<file path="src/core/psc_pkg.sv">
// constants and types shared by the supply comparator control block
package psc_pkg;

    ////////////////////////////////////////////////////////////////////////
    // bus geometry
    localparam int unsigned ADDR_W = 5;
    localparam int unsigned DATA_W = 32;

    // register byte offsets
    localparam logic [4:0] OFF_CTRL = 5'h00;
    localparam logic [4:0] OFF_LEVEL = 5'h04;
    localparam logic [4:0] OFF_STAT = 5'h08;
    localparam logic [4:0] OFF_MASK = 5'h0c;
    localparam logic [4:0] OFF_USE = 5'h10;

    ////////////////////////////////////////////////////////////////////////
    // comparator_control_reg field positions
    localparam int unsigned CTRL_EN_BIT = 15;
    localparam int unsigned CTRL_IDLE_STOP_BIT = 13;
    localparam int unsigned CTRL_SEL_LSB = 6;
    localparam int unsigned CTRL_EXT_BIT = 5;
    localparam int unsigned CTRL_STATE_BIT = 3;
    localparam int unsigned CTRL_INV_BIT = 1;
    localparam int unsigned CTRL_RANGE_BIT = 0;
    localparam int unsigned SEL_W = 2;
    localparam int unsigned SRC_PINS = 4;

    // reference_level_reg
    localparam int unsigned LEVEL_W = 10;

    // status and mask bits
    localparam int unsigned STAT_W = 2;
    localparam int unsigned STAT_RISE_BIT = 0;
    localparam int unsigned STAT_FALL_BIT = 1;

    // output use enables
    localparam int unsigned USE_W = 4;
    localparam int unsigned USE_ADC_BIT = 0;
    localparam int unsigned USE_LIMIT_BIT = 1;
    localparam int unsigned USE_PERIOD_BIT = 2;
    localparam int unsigned USE_FAULT_BIT = 3;

    ////////////////////////////////////////////////////////////////////////
    // reset values
    localparam logic [LEVEL_W-1:0] LEVEL_RST = 10'h000;
    localparam logic [STAT_W-1:0] STAT_RST = 2'h0;
    localparam logic [STAT_W-1:0] MASK_RST = 2'h0;
    localparam logic [USE_W-1:0] USE_RST = 4'h0;
    localparam logic [SEL_W-1:0] SEL_RST = 2'h0;
    localparam logic [DATA_W-1:0] RDATA_RST = 32'h0000_0000;

    ////////////////////////////////////////////////////////////////////////
    // timing
    localparam int unsigned CLK_PERIOD_NS = 50;
    localparam int unsigned GLITCH_NS = 66;
    localparam int unsigned GLITCH_CYC =
        (GLITCH_NS + CLK_PERIOD_NS - 1) / CLK_PERIOD_NS;

    // reference dac full-scale source
    typedef enum logic [1:0] {
        RANGE_HALF_SUPPLY,
        RANGE_INTERNAL,
        RANGE_EXTERNAL
    } psc_range_t;

endpackage : psc_pkg

</file>
<file path="src/core/psc_top.sv">
// supply comparator control: ahb-lite registers, filter, event outputs
//
// The implementer's own choices: the register offsets and register access over AHB-Lite.
`timescale 1ns/100ps
module psc_top #(
    parameter int unsigned LEVEL_W = psc_pkg::LEVEL_W,
    parameter int unsigned FILT_CYC = psc_pkg::GLITCH_CYC
) (
    // clock and reset
    input wire logic hclk,
    input wire logic hresetn,
    // ahb-lite slave
    input wire logic hsel,
    input wire logic [psc_pkg::ADDR_W-1:0] haddr,
    input wire logic [1:0] htrans,
    input wire logic hwrite,
    input wire logic [2:0] hsize,
    input wire logic [psc_pkg::DATA_W-1:0] hwdata,
    input wire logic hready,
    output logic [psc_pkg::DATA_W-1:0] hrdata,
    output logic hreadyout,
    output logic hresp,
    // analog comparator and dac control
    input wire logic cmp_raw,
    output logic cmp_power_on,
    output logic dac_power_on,
    output logic [LEVEL_W-1:0] dac_code,
    output logic [1:0] dac_range,
    output logic dac_to_inverting,
    output logic [psc_pkg::SEL_W-1:0] pos_input_sel,
    output logic [psc_pkg::SRC_PINS-1:0] pad_input_off,
    // power modes and comparator group
    input wire logic sleep_mode,
    input wire logic idle_mode,
    input wire logic group_idle_stop,
    output logic idle_stop_out,
    output logic wake_req,
    // downstream event outputs
    output logic adc_trigger,
    output logic pwm_current_limit,
    output logic pwm_period_trunc,
    output logic pwm_fault,
    output logic int_pulse,
    output logic irq
);

    ////////////////////////////////////////////////////////////////////////
    // state

    typedef struct packed {
        logic en;
        logic idle_stop;
        logic [psc_pkg::SEL_W-1:0] sel;
        logic ext;
        logic inv;
        logic range;
        logic [LEVEL_W-1:0] level;
        logic [psc_pkg::STAT_W-1:0] stat;
        logic [psc_pkg::STAT_W-1:0] mask;
        logic [psc_pkg::USE_W-1:0] use_en;
        logic wr_pend;
        logic [psc_pkg::ADDR_W-1:0] wr_addr;
        logic [psc_pkg::DATA_W-1:0] rdata;
        logic adc_trig;
        logic limit;
        logic period;
        logic fault;
        logic ipulse;
        logic irq;
        psc_pkg::psc_range_t rng;
        logic [psc_pkg::SRC_PINS-1:0] pad_off;
    } psc_state_t;

    psc_state_t s_q;
    psc_state_t s_d;

    logic cmp_active;
    logic cmp_sense;
    logic filt_level;
    logic filt_rise;
    logic filt_fall;
    logic addr_phase;
    logic low_power;

    ////////////////////////////////////////////////////////////////////////
    // register decode and read mux

    function automatic logic [psc_pkg::DATA_W-1:0] read_word(
        input logic [psc_pkg::ADDR_W-1:0] a,
        input psc_state_t s,
        input logic state_bit
    );
        logic [psc_pkg::DATA_W-1:0] w;
        w = '0;
        unique case (a)
            psc_pkg::OFF_CTRL: begin
                w[psc_pkg::CTRL_EN_BIT] = s.en;
                w[psc_pkg::CTRL_IDLE_STOP_BIT] = s.idle_stop;
                w[psc_pkg::CTRL_SEL_LSB +: psc_pkg::SEL_W] = s.sel;
                w[psc_pkg::CTRL_EXT_BIT] = s.ext;
                w[psc_pkg::CTRL_STATE_BIT] = state_bit;
                w[psc_pkg::CTRL_INV_BIT] = s.inv;
                w[psc_pkg::CTRL_RANGE_BIT] = s.range;
            end
            psc_pkg::OFF_LEVEL: begin
                w[LEVEL_W-1:0] = s.level;
            end
            psc_pkg::OFF_STAT: begin
                w[psc_pkg::STAT_W-1:0] = s.stat;
            end
            psc_pkg::OFF_MASK: begin
                w[psc_pkg::STAT_W-1:0] = s.mask;
            end
            psc_pkg::OFF_USE: begin
                w[psc_pkg::USE_W-1:0] = s.use_en;
            end
            default: begin
                w = '0;
            end
        endcase
        return w;
    endfunction : read_word

    function automatic psc_pkg::psc_range_t range_of(
        input logic ext,
        input logic range
    );
        psc_pkg::psc_range_t r;
        if (ext) begin
            r = psc_pkg::RANGE_EXTERNAL;
        end else if (range) begin
            r = psc_pkg::RANGE_HALF_SUPPLY;
        end else begin
            r = psc_pkg::RANGE_INTERNAL;
        end
        return r;
    endfunction : range_of

    function automatic logic [psc_pkg::SRC_PINS-1:0] pad_mask(
        input logic en,
        input logic [psc_pkg::SEL_W-1:0] sel
    );
        logic [psc_pkg::SRC_PINS-1:0] m;
        m = '0;
        for (int i = 0; i < psc_pkg::SRC_PINS; i++) begin
            // selected pad loses its digital buffer while enabled
            m[i] = en & (sel == psc_pkg::SEL_W'(i));
        end
        return m;
    endfunction : pad_mask

    function automatic psc_state_t ctrl_load(
        input psc_state_t s,
        input logic [psc_pkg::DATA_W-1:0] wd
    );
        psc_state_t r;
        r = s;
        r.en = wd[psc_pkg::CTRL_EN_BIT];
        r.idle_stop = wd[psc_pkg::CTRL_IDLE_STOP_BIT];
        r.sel = wd[psc_pkg::CTRL_SEL_LSB +: psc_pkg::SEL_W];
        r.ext = wd[psc_pkg::CTRL_EXT_BIT];
        r.inv = wd[psc_pkg::CTRL_INV_BIT];
        r.range = wd[psc_pkg::CTRL_RANGE_BIT];
        return r;
    endfunction : ctrl_load

    ////////////////////////////////////////////////////////////////////////
    // comparator gating and polarity

    assign addr_phase = hsel & htrans[1] & hready;

    // any stop bit in the group halts this comparator in idle
    assign cmp_active = s_q.en
        & ~(idle_mode & (s_q.idle_stop | group_idle_stop));

    // polarity applied ahead of filter and bypass path
    assign cmp_sense = cmp_active & (cmp_raw ^ s_q.inv);

    psc_glitch_filter #(
        .CYC(FILT_CYC)
    ) u_filter (
        .hclk(hclk),
        .hresetn(hresetn),
        .sample_in(cmp_sense),
        .filt_out(filt_level),
        .rise_pulse(filt_rise),
        .fall_pulse(filt_fall)
    );

    ////////////////////////////////////////////////////////////////////////
    // next state

    always_comb begin
        logic [psc_pkg::DATA_W-1:0] wd;
        logic [psc_pkg::STAT_W-1:0] set_v;
        logic [psc_pkg::STAT_W-1:0] clr_v;
        wd = hwdata;
        set_v = '0;
        clr_v = '0;
        s_d = s_q;

        // bus address phase: capture write, fetch read word
        s_d.wr_pend = addr_phase & hwrite;
        if (addr_phase) begin
            s_d.wr_addr = haddr;
        end
        if (addr_phase & ~hwrite) begin
            s_d.rdata = read_word(haddr, s_q, filt_level);
        end

        // bus data phase write
        if (s_q.wr_pend) begin
            unique case (s_q.wr_addr)
                psc_pkg::OFF_CTRL: begin
                    s_d = ctrl_load(s_d, wd);
                end
                psc_pkg::OFF_LEVEL: begin
                    s_d.level = wd[LEVEL_W-1:0];
                end
                psc_pkg::OFF_STAT: begin
                    clr_v = wd[psc_pkg::STAT_W-1:0];
                end
                psc_pkg::OFF_MASK: begin
                    s_d.mask = wd[psc_pkg::STAT_W-1:0];
                end
                psc_pkg::OFF_USE: begin
                    s_d.use_en = wd[psc_pkg::USE_W-1:0];
                end
                default: begin
                    s_d.use_en = s_q.use_en;
                end
            endcase
        end

        // sticky events, set wins over write-one-to-clear
        set_v[psc_pkg::STAT_RISE_BIT] = filt_rise;
        set_v[psc_pkg::STAT_FALL_BIT] = filt_fall;
        s_d.stat = (s_q.stat & ~clr_v) | set_v;

        // adc, period and fault uses act on the rising event independently; current limit follows the filtered level
        s_d.adc_trig = filt_rise & s_q.use_en[psc_pkg::USE_ADC_BIT];
        s_d.limit = filt_level & s_q.use_en[psc_pkg::USE_LIMIT_BIT];
        s_d.period = filt_rise & s_q.use_en[psc_pkg::USE_PERIOD_BIT];
        s_d.fault = filt_rise & s_q.use_en[psc_pkg::USE_FAULT_BIT];
        s_d.ipulse = filt_rise & s_q.mask[psc_pkg::STAT_RISE_BIT];

        // data outputs leave from flops, built from the next state
        s_d.irq = |(s_d.stat & s_d.mask);
        s_d.rng = range_of(s_d.ext, s_d.range);
        s_d.pad_off = pad_mask(s_d.en, s_d.sel);
    end

    ////////////////////////////////////////////////////////////////////////
    // registers

    always_ff @(posedge hclk or negedge hresetn) begin
        if (!hresetn) begin
            s_q.en <= 1'b0;
            s_q.idle_stop <= 1'b0;
            s_q.sel <= psc_pkg::SEL_RST;
            s_q.ext <= 1'b0;
            s_q.inv <= 1'b0;
            s_q.range <= 1'b0;
            s_q.level <= psc_pkg::LEVEL_RST;
            s_q.stat <= psc_pkg::STAT_RST;
            s_q.mask <= psc_pkg::MASK_RST;
            s_q.use_en <= psc_pkg::USE_RST;
            s_q.wr_pend <= 1'b0;
            s_q.wr_addr <= '0;
            s_q.rdata <= psc_pkg::RDATA_RST;
            s_q.adc_trig <= 1'b0;
            s_q.limit <= 1'b0;
            s_q.period <= 1'b0;
            s_q.fault <= 1'b0;
            s_q.ipulse <= 1'b0;
            s_q.irq <= 1'b0;
            s_q.rng <= psc_pkg::RANGE_INTERNAL;
            s_q.pad_off <= '0;
        end else begin
            s_q <= s_d;
        end
    end

    ////////////////////////////////////////////////////////////////////////
    // source select and pad buffers

    assign pad_input_off = s_q.pad_off;

    assign pos_input_sel = s_q.sel;
    assign dac_to_inverting = 1'b1;

    ////////////////////////////////////////////////////////////////////////
    // dac and comparator power

    assign dac_power_on = s_q.en;
    assign cmp_power_on = cmp_active;
    assign dac_code = s_q.level;
    assign dac_range = s_q.rng;
    assign idle_stop_out = s_q.idle_stop;

    // unclocked bypass so a stopped clock can still be woken
    assign low_power = sleep_mode | idle_mode;
    assign wake_req = low_power & cmp_sense;

    ////////////////////////////////////////////////////////////////////////
    // outputs

    assign adc_trigger = s_q.adc_trig;
    assign pwm_current_limit = s_q.limit;
    assign pwm_period_trunc = s_q.period;
    assign pwm_fault = s_q.fault;
    assign int_pulse = s_q.ipulse;
    assign irq = s_q.irq;

    assign hrdata = s_q.rdata;
    assign hreadyout = 1'b1;
    assign hresp = 1'b0;

endmodule : psc_top

</file>
<file path="src/core/psc_glitch_filter.sv">
// glitch filter and one-cycle edge pulse generator
`timescale 1ns/100ps
module psc_glitch_filter #(
    parameter int unsigned CYC = psc_pkg::GLITCH_CYC
) (
    // clock and reset
    input wire logic hclk,
    input wire logic hresetn,
    // sampled comparator level
    input wire logic sample_in,
    // filtered level and edge pulses
    output logic filt_out,
    output logic rise_pulse,
    output logic fall_pulse
);

    localparam int unsigned CNT_W = $clog2(CYC + 1);

    typedef struct packed {
        logic filt;
        logic [CNT_W-1:0] cnt;
        logic rise;
        logic fall;
    } psc_filt_state_t;

    psc_filt_state_t s_q;
    psc_filt_state_t s_d;

    ////////////////////////////////////////////////////////////////////////
    always_comb begin
        s_d = s_q;
        s_d.rise = 1'b0;
        s_d.fall = 1'b0;
        if (sample_in != s_q.filt) begin
            // new level must hold for CYC samples in a row
            if (s_q.cnt == CNT_W'(CYC - 1)) begin
                s_d.filt = sample_in;
                s_d.cnt = '0;
                s_d.rise = sample_in;
                s_d.fall = ~sample_in;
            end else begin
                s_d.cnt = s_q.cnt + CNT_W'(1);
            end
        end else begin
            s_d.cnt = '0;
        end
    end

    always_ff @(posedge hclk or negedge hresetn) begin
        if (!hresetn) begin
            s_q <= '0;
        end else begin
            s_q <= s_d;
        end
    end

    assign filt_out = s_q.filt;
    assign rise_pulse = s_q.rise;
    assign fall_pulse = s_q.fall;

endmodule : psc_glitch_filter

</file>
<file path="config.mk">
export PLATFORM = sky130hd
export DESIGN_NAME = psc_top
export DESIGN_NICKNAME = d
export VERILOG_FILES = /design/src/core/psc_pkg.sv /design/src/core/psc_top.sv /design/src/core/psc_glitch_filter.sv
export SDC_FILE = /design/constraint.sdc
export NUM_CORES = 1
export LEC_CHECK = 0
export BUFFER_PORTS_ARGS = -buffer_cell sky130_fd_sc_hd__buf_2
export CELL_PAD_IN_SITES_DETAIL_PLACEMENT = 0
export CELL_PAD_IN_SITES_GLOBAL_PLACEMENT = 1
export CORE_ASPECT_RATIO = 0.5
export CORE_MARGIN = 2
export CORE_UTILIZATION = 40
export CTS_CLUSTER_SIZE = 16
export DETAILED_ROUTE_END_ITERATION = 8
export PLACE_DENSITY = 0.82
export SLEW_MARGIN = 20
export SYNTH_ARGS = -nofsm -noshare
export SYNTH_HDL_FRONTEND = slang
export SYNTH_SLANG_ARGS = --single-unit
</file>
<file path="constraint.sdc">
create_clock -name hclk -period 4.3 [get_ports hclk]
set_input_delay 0.645 -clock hclk [delete_from_list [all_inputs] [get_ports hclk]]
set_output_delay 0.645 -clock hclk [all_outputs]
set_load 0.01 [all_outputs]
</file>
==> results.txt <==
----------------------------------------------------
[Yosys]
  Count of different cell masters after synthesis ... 42
  Synthesized area per cell ... 12.0 um2
  Dominant cells by area after synthesis ... sky130_fd_sc_hd__dfrtp_1 (51%), sky130_fd_sc_hd__buf_4 (14%), sky130_fd_sc_hd__mux2_2 (10%)
  Biggest area consumer among synthesized cells ... sky130_fd_sc_hd__dfrtp_1
  Dominant synthesized flop cell ... sky130_fd_sc_hd__dfrtp_1
  Area fraction of the dominant cell type after synthesis ... 50.9%
  Synthesis Warnings ... 0
  Sequential area share after synthesis ... 51.8%
  Gate count of the mapped netlist ... 237
  Number of synthesized flops with an enable pin ... 0
  Netlist area before placement ... 0.00285 mm2
  Share of flip-flops with an asynchronous set or reset ... 100%
  Number of register bits inferred by synthesis ... 59

[Power]
  Switching part of the total ... 26.8%
  Power per standard cell area ... 508 mW/mm2
  Share of power burned in combinational logic ... 16.2%
  Leak ... 0.00162 uW
  Clock share of power ... 39.5%
  Net switching component of the power ... 439 uW
  Internal power of the cells ... 1200 uW
  Maximum ir drop on the vdd rail ... 208 uV
  Part of the total power dissipated in sequential elements ... 44.3%

[Global routing]
  Number of global-route vias before repair ... 1,763
  Antenna violations before repair ... 0
  Grt ovf ... 0
  Maximum number of pins on one net before global-route repair ... 60
  GRT Total Usage ... 15.4%
  Wire length of the first global-routing pass ... 8.87 mm

[Floorplan]
  Height of the die ... 63.7 um
  Overall die area ... 0.00786 mm2
  Die boundary width ... 123 um
  Starting utilization of the core area ... 42.0%
  Core area ... 0.00678 mm2
  I/O pin count ... 114
  Standard-cell row count ... 21

[Route]
  Number of detailed-routing iterations run before antenna repair ... 4
  Vias per inst ... 4.80
  Remaining antenna violation count after routing ... 0
  DRC violations left ... 0
  Post-Route WL ... 5.54 mm
  Violation count after the first detailed-route iteration ... 82
  Total number of vias ... 1,789
  Detailed-route wire length per cell ... 14.9 um

[Layout]
  Area added between synthesis and finish ... 13.0%
  Nets ... 327
  Ratio of cells with drive above 1 in the final layout ... 42.3%
  Fill count ... 621
  Number of antenna repair diodes ... 0

[Critical path]
  Register-to-register setup slack ... 2.32 ns
  Data arrival, critical path ... 1.42 ns
  Setup crit end kind ... output port
  Type of the worst setup path ... in2out
  Critical Path Fanout Max ... 5
  Worst flop-to-flop path startpoint ... s_q[47]
  Endpoint of the most critical register-to-register path ... pad_input_off[0]
  Startpoint type of the worst setup path ... input pin
  CP Data Required Time ... 3.65 ns
  Number of cell instances on the worst register-to-register path ... 5

[Timing]
  Final sum of negative setup slack ... 0 ns
  # setup viols final ... 0
  Worst slew pin tran ... 0.731 ns
  Max frequency ... 0.485 GHz
  Final worst-path cycle share ... 48.0%
  Final Max Slew Viols ... 0
  RSZ-0062 raised after global routing ... false
  Final number of hold-violating endpoints ... 0
  Crit path time final ... 2.06 ns
  Slew headroom ... 51.3%
  Clk_skew ... 0.00410 ns
  WHS ... 0.459 ns

[Placed design]
  Port Buf Inserts ... 66
  Gpl congestion ... 0.759
  Sum of net half-perimeters after detailed placement ... 3.84 mm

[Worst hold path]
  Min-Delay Path Class ... in2async

[Clock network]
  # Post-CTS Setup Buffers ... 0
  Clock latency on the worst-skew pair ... 0.32 ns
  Clock-pin slew of the registers on the worst-case setup and hold paths ... 0.05 ns
  Clock root buffer ... sky130_fd_sc_hd__clkbuf_16
  # hold bufs at CTS ... 0
  CTS tree ... built
  Number of CTS-inserted buffers ... 9
  Count of instances resized after the clock tree is built ... 0
  Number of H-tree levels ... 3
  Clock net sink count ... 59
  Maximum clock insertion buffer count ... 2

[Job]
  Number of maximum-capacitance violations ... 0

[Outcome]
  Outcome ... complete, no violations

----------------------------------------------------
[routing by layer]
layer / wire length (um) / GRT usage [%]
met4: 86 / 6.68
met2: 2730 / 24.5
met5: 0 / 0
met3: 401 / 6.97
met1: 2320 / 18.1
[worst max path at each step]
stage / startpoint / endpoint / slack (ns) / cells past startpoint
after detailed placement: hready / hrdata[0] / 2.18 / 5
after global placement: hready / hrdata[0] / 2.22 / 5
after CTS: group_idle_stop / wake_req / 2.23 / 5
final: group_idle_stop / wake_req / 2.24 / 5
after global routing: idle_stop_out / wake_req / 2.13 / 4
after floorplan: group_idle_stop / wake_req / 2.46 / 3
[kinds of logic (layout without fill, tap and decap cells)]
family / after synthesis / count (layout) / share of synthesized area [%]
AND/OR/NAND/NOR: 56 / 56 / 11.4
multiplexers: 33 / 33 / 14.1
AO/OA/AOI/OAI: 22 / 22 / 6.01
XOR/XNOR: 2 / 2 / 0.615
other: 2 / 23 / 0.263
buffers and inverters: 63 / 86 / 15.7
flip-flops: 59 / 59 / 51.8
[sequential cells by signal, indices dropped and copies added (netlist names), 2 cells and up]
signal         cells
pos_input_sel      2
dac_code          10
hrdata            12
s_q               17
u_filter.s_q       2
pad_input_off      4
[synthesized netlist by cell type (2+ instances only)]
cell type and n:
sky130_fd_sc_hd__dfrtp_1 58, sky130_fd_sc_hd__buf_4 53, sky130_fd_sc_hd__mux2_2 26, sky130_fd_sc_hd__nor2_1 19, sky130_fd_sc_hd__and2_1 8, sky130_fd_sc_hd__a22o_1 7
sky130_fd_sc_hd__nand2_1 6, sky130_fd_sc_hd__a221oi_1 4, sky130_fd_sc_hd__buf_2 3, sky130_fd_sc_hd__mux2_4 3, sky130_fd_sc_hd__nand3_1 3, sky130_fd_sc_hd__nor2b_1 3
sky130_fd_sc_hd__o21ai_0 3, sky130_fd_sc_hd__a21o_1 2, sky130_fd_sc_hd__a32oi_1 2, sky130_fd_sc_hd__and3_1 2, sky130_fd_sc_hd__clkbuf_1 2, sky130_fd_sc_hd__conb_1 2
sky130_fd_sc_hd__inv_1 2, sky130_fd_sc_hd__mux2i_1 2, sky130_fd_sc_hd__nand2b_1 2, sky130_fd_sc_hd__nand3b_1 2, sky130_fd_sc_hd__nor3_1 2, sky130_fd_sc_hd__nor4_2 2
sky130_fd_sc_hd__xor2_1 2
[stage by stage]
stage	setup slack, ns	instances	util (%)	area [um2]	power, uW
finish	2.24	373	47.5	3220	1640
global route	2.13	373	47.5	3220	1720
CTS	2.23	373	47.5	3220	1650
detailed placement	2.18	357	43.4	2950	998
global placement	2.22	357	43.4	2950	985
floorplan	2.46	258	-	2930	953
[cell type report]
type	count	area [um2]	area share, %
clock buffer	14	264	8.20
timing repair buffer	67	338	10.5
inverter	3	11.3	0.350
multi-input combinational	136	1000	31.2
sequential	59	1480	45.9
clock inverter	2	10.0	0.311
tap	92	115	3.58
[placed cells by master, fill, tap and decap left out, types with 2 or more instances in the layout]
cell type	instances
sky130_fd_sc_hd__nand3b_1	2
sky130_fd_sc_hd__o21ai_0	3
sky130_fd_sc_hd__conb_1	23
sky130_fd_sc_hd__dfrtp_1	58
sky130_fd_sc_hd__and2_1	8
sky130_fd_sc_hd__mux2_4	3
sky130_fd_sc_hd__nand2_1	6
sky130_fd_sc_hd__nand3_1	3
sky130_fd_sc_hd__xor2_1	2
sky130_fd_sc_hd__mux2_2	26
sky130_fd_sc_hd__a22o_1	7
sky130_fd_sc_hd__clkinv_2	2
sky130_fd_sc_hd__nor2_1	19
sky130_fd_sc_hd__nand2b_1	2
sky130_fd_sc_hd__buf_2	66
sky130_fd_sc_hd__nor3_1	2
sky130_fd_sc_hd__a221oi_1	4
sky130_fd_sc_hd__clkbuf_1	3
sky130_fd_sc_hd__nor4_2	2
sky130_fd_sc_hd__a32oi_1	2
sky130_fd_sc_hd__inv_1	2
sky130_fd_sc_hd__nor2b_1	3
sky130_fd_sc_hd__clkbuf_16	9
sky130_fd_sc_hd__a21o_1	2
sky130_fd_sc_hd__clkbuf_8	2
sky130_fd_sc_hd__mux2i_1	2
sky130_fd_sc_hd__and3_1	2
[power by group through the flow]
stage / logic, uW / clock network [uW] / registers [uW]
finish: 265 / 646 / 725
global route: 294 / 689 / 737
CTS: 268 / 660 / 725
detailed placement: 266 / 0 / 732
global placement: 258 / 0 / 727
floorplan: 240 / 0 / 714
[worst max-delay path, stage by stage]
cell and delay (ns):
sky130_fd_sc_hd__buf_2 0.09, sky130_fd_sc_hd__o21ai_0 0.19, sky130_fd_sc_hd__nand3_1 0.22, sky130_fd_sc_hd__nor2_1 0.14
sky130_fd_sc_hd__buf_2 0.13
(Power assumes the default switching activity.)
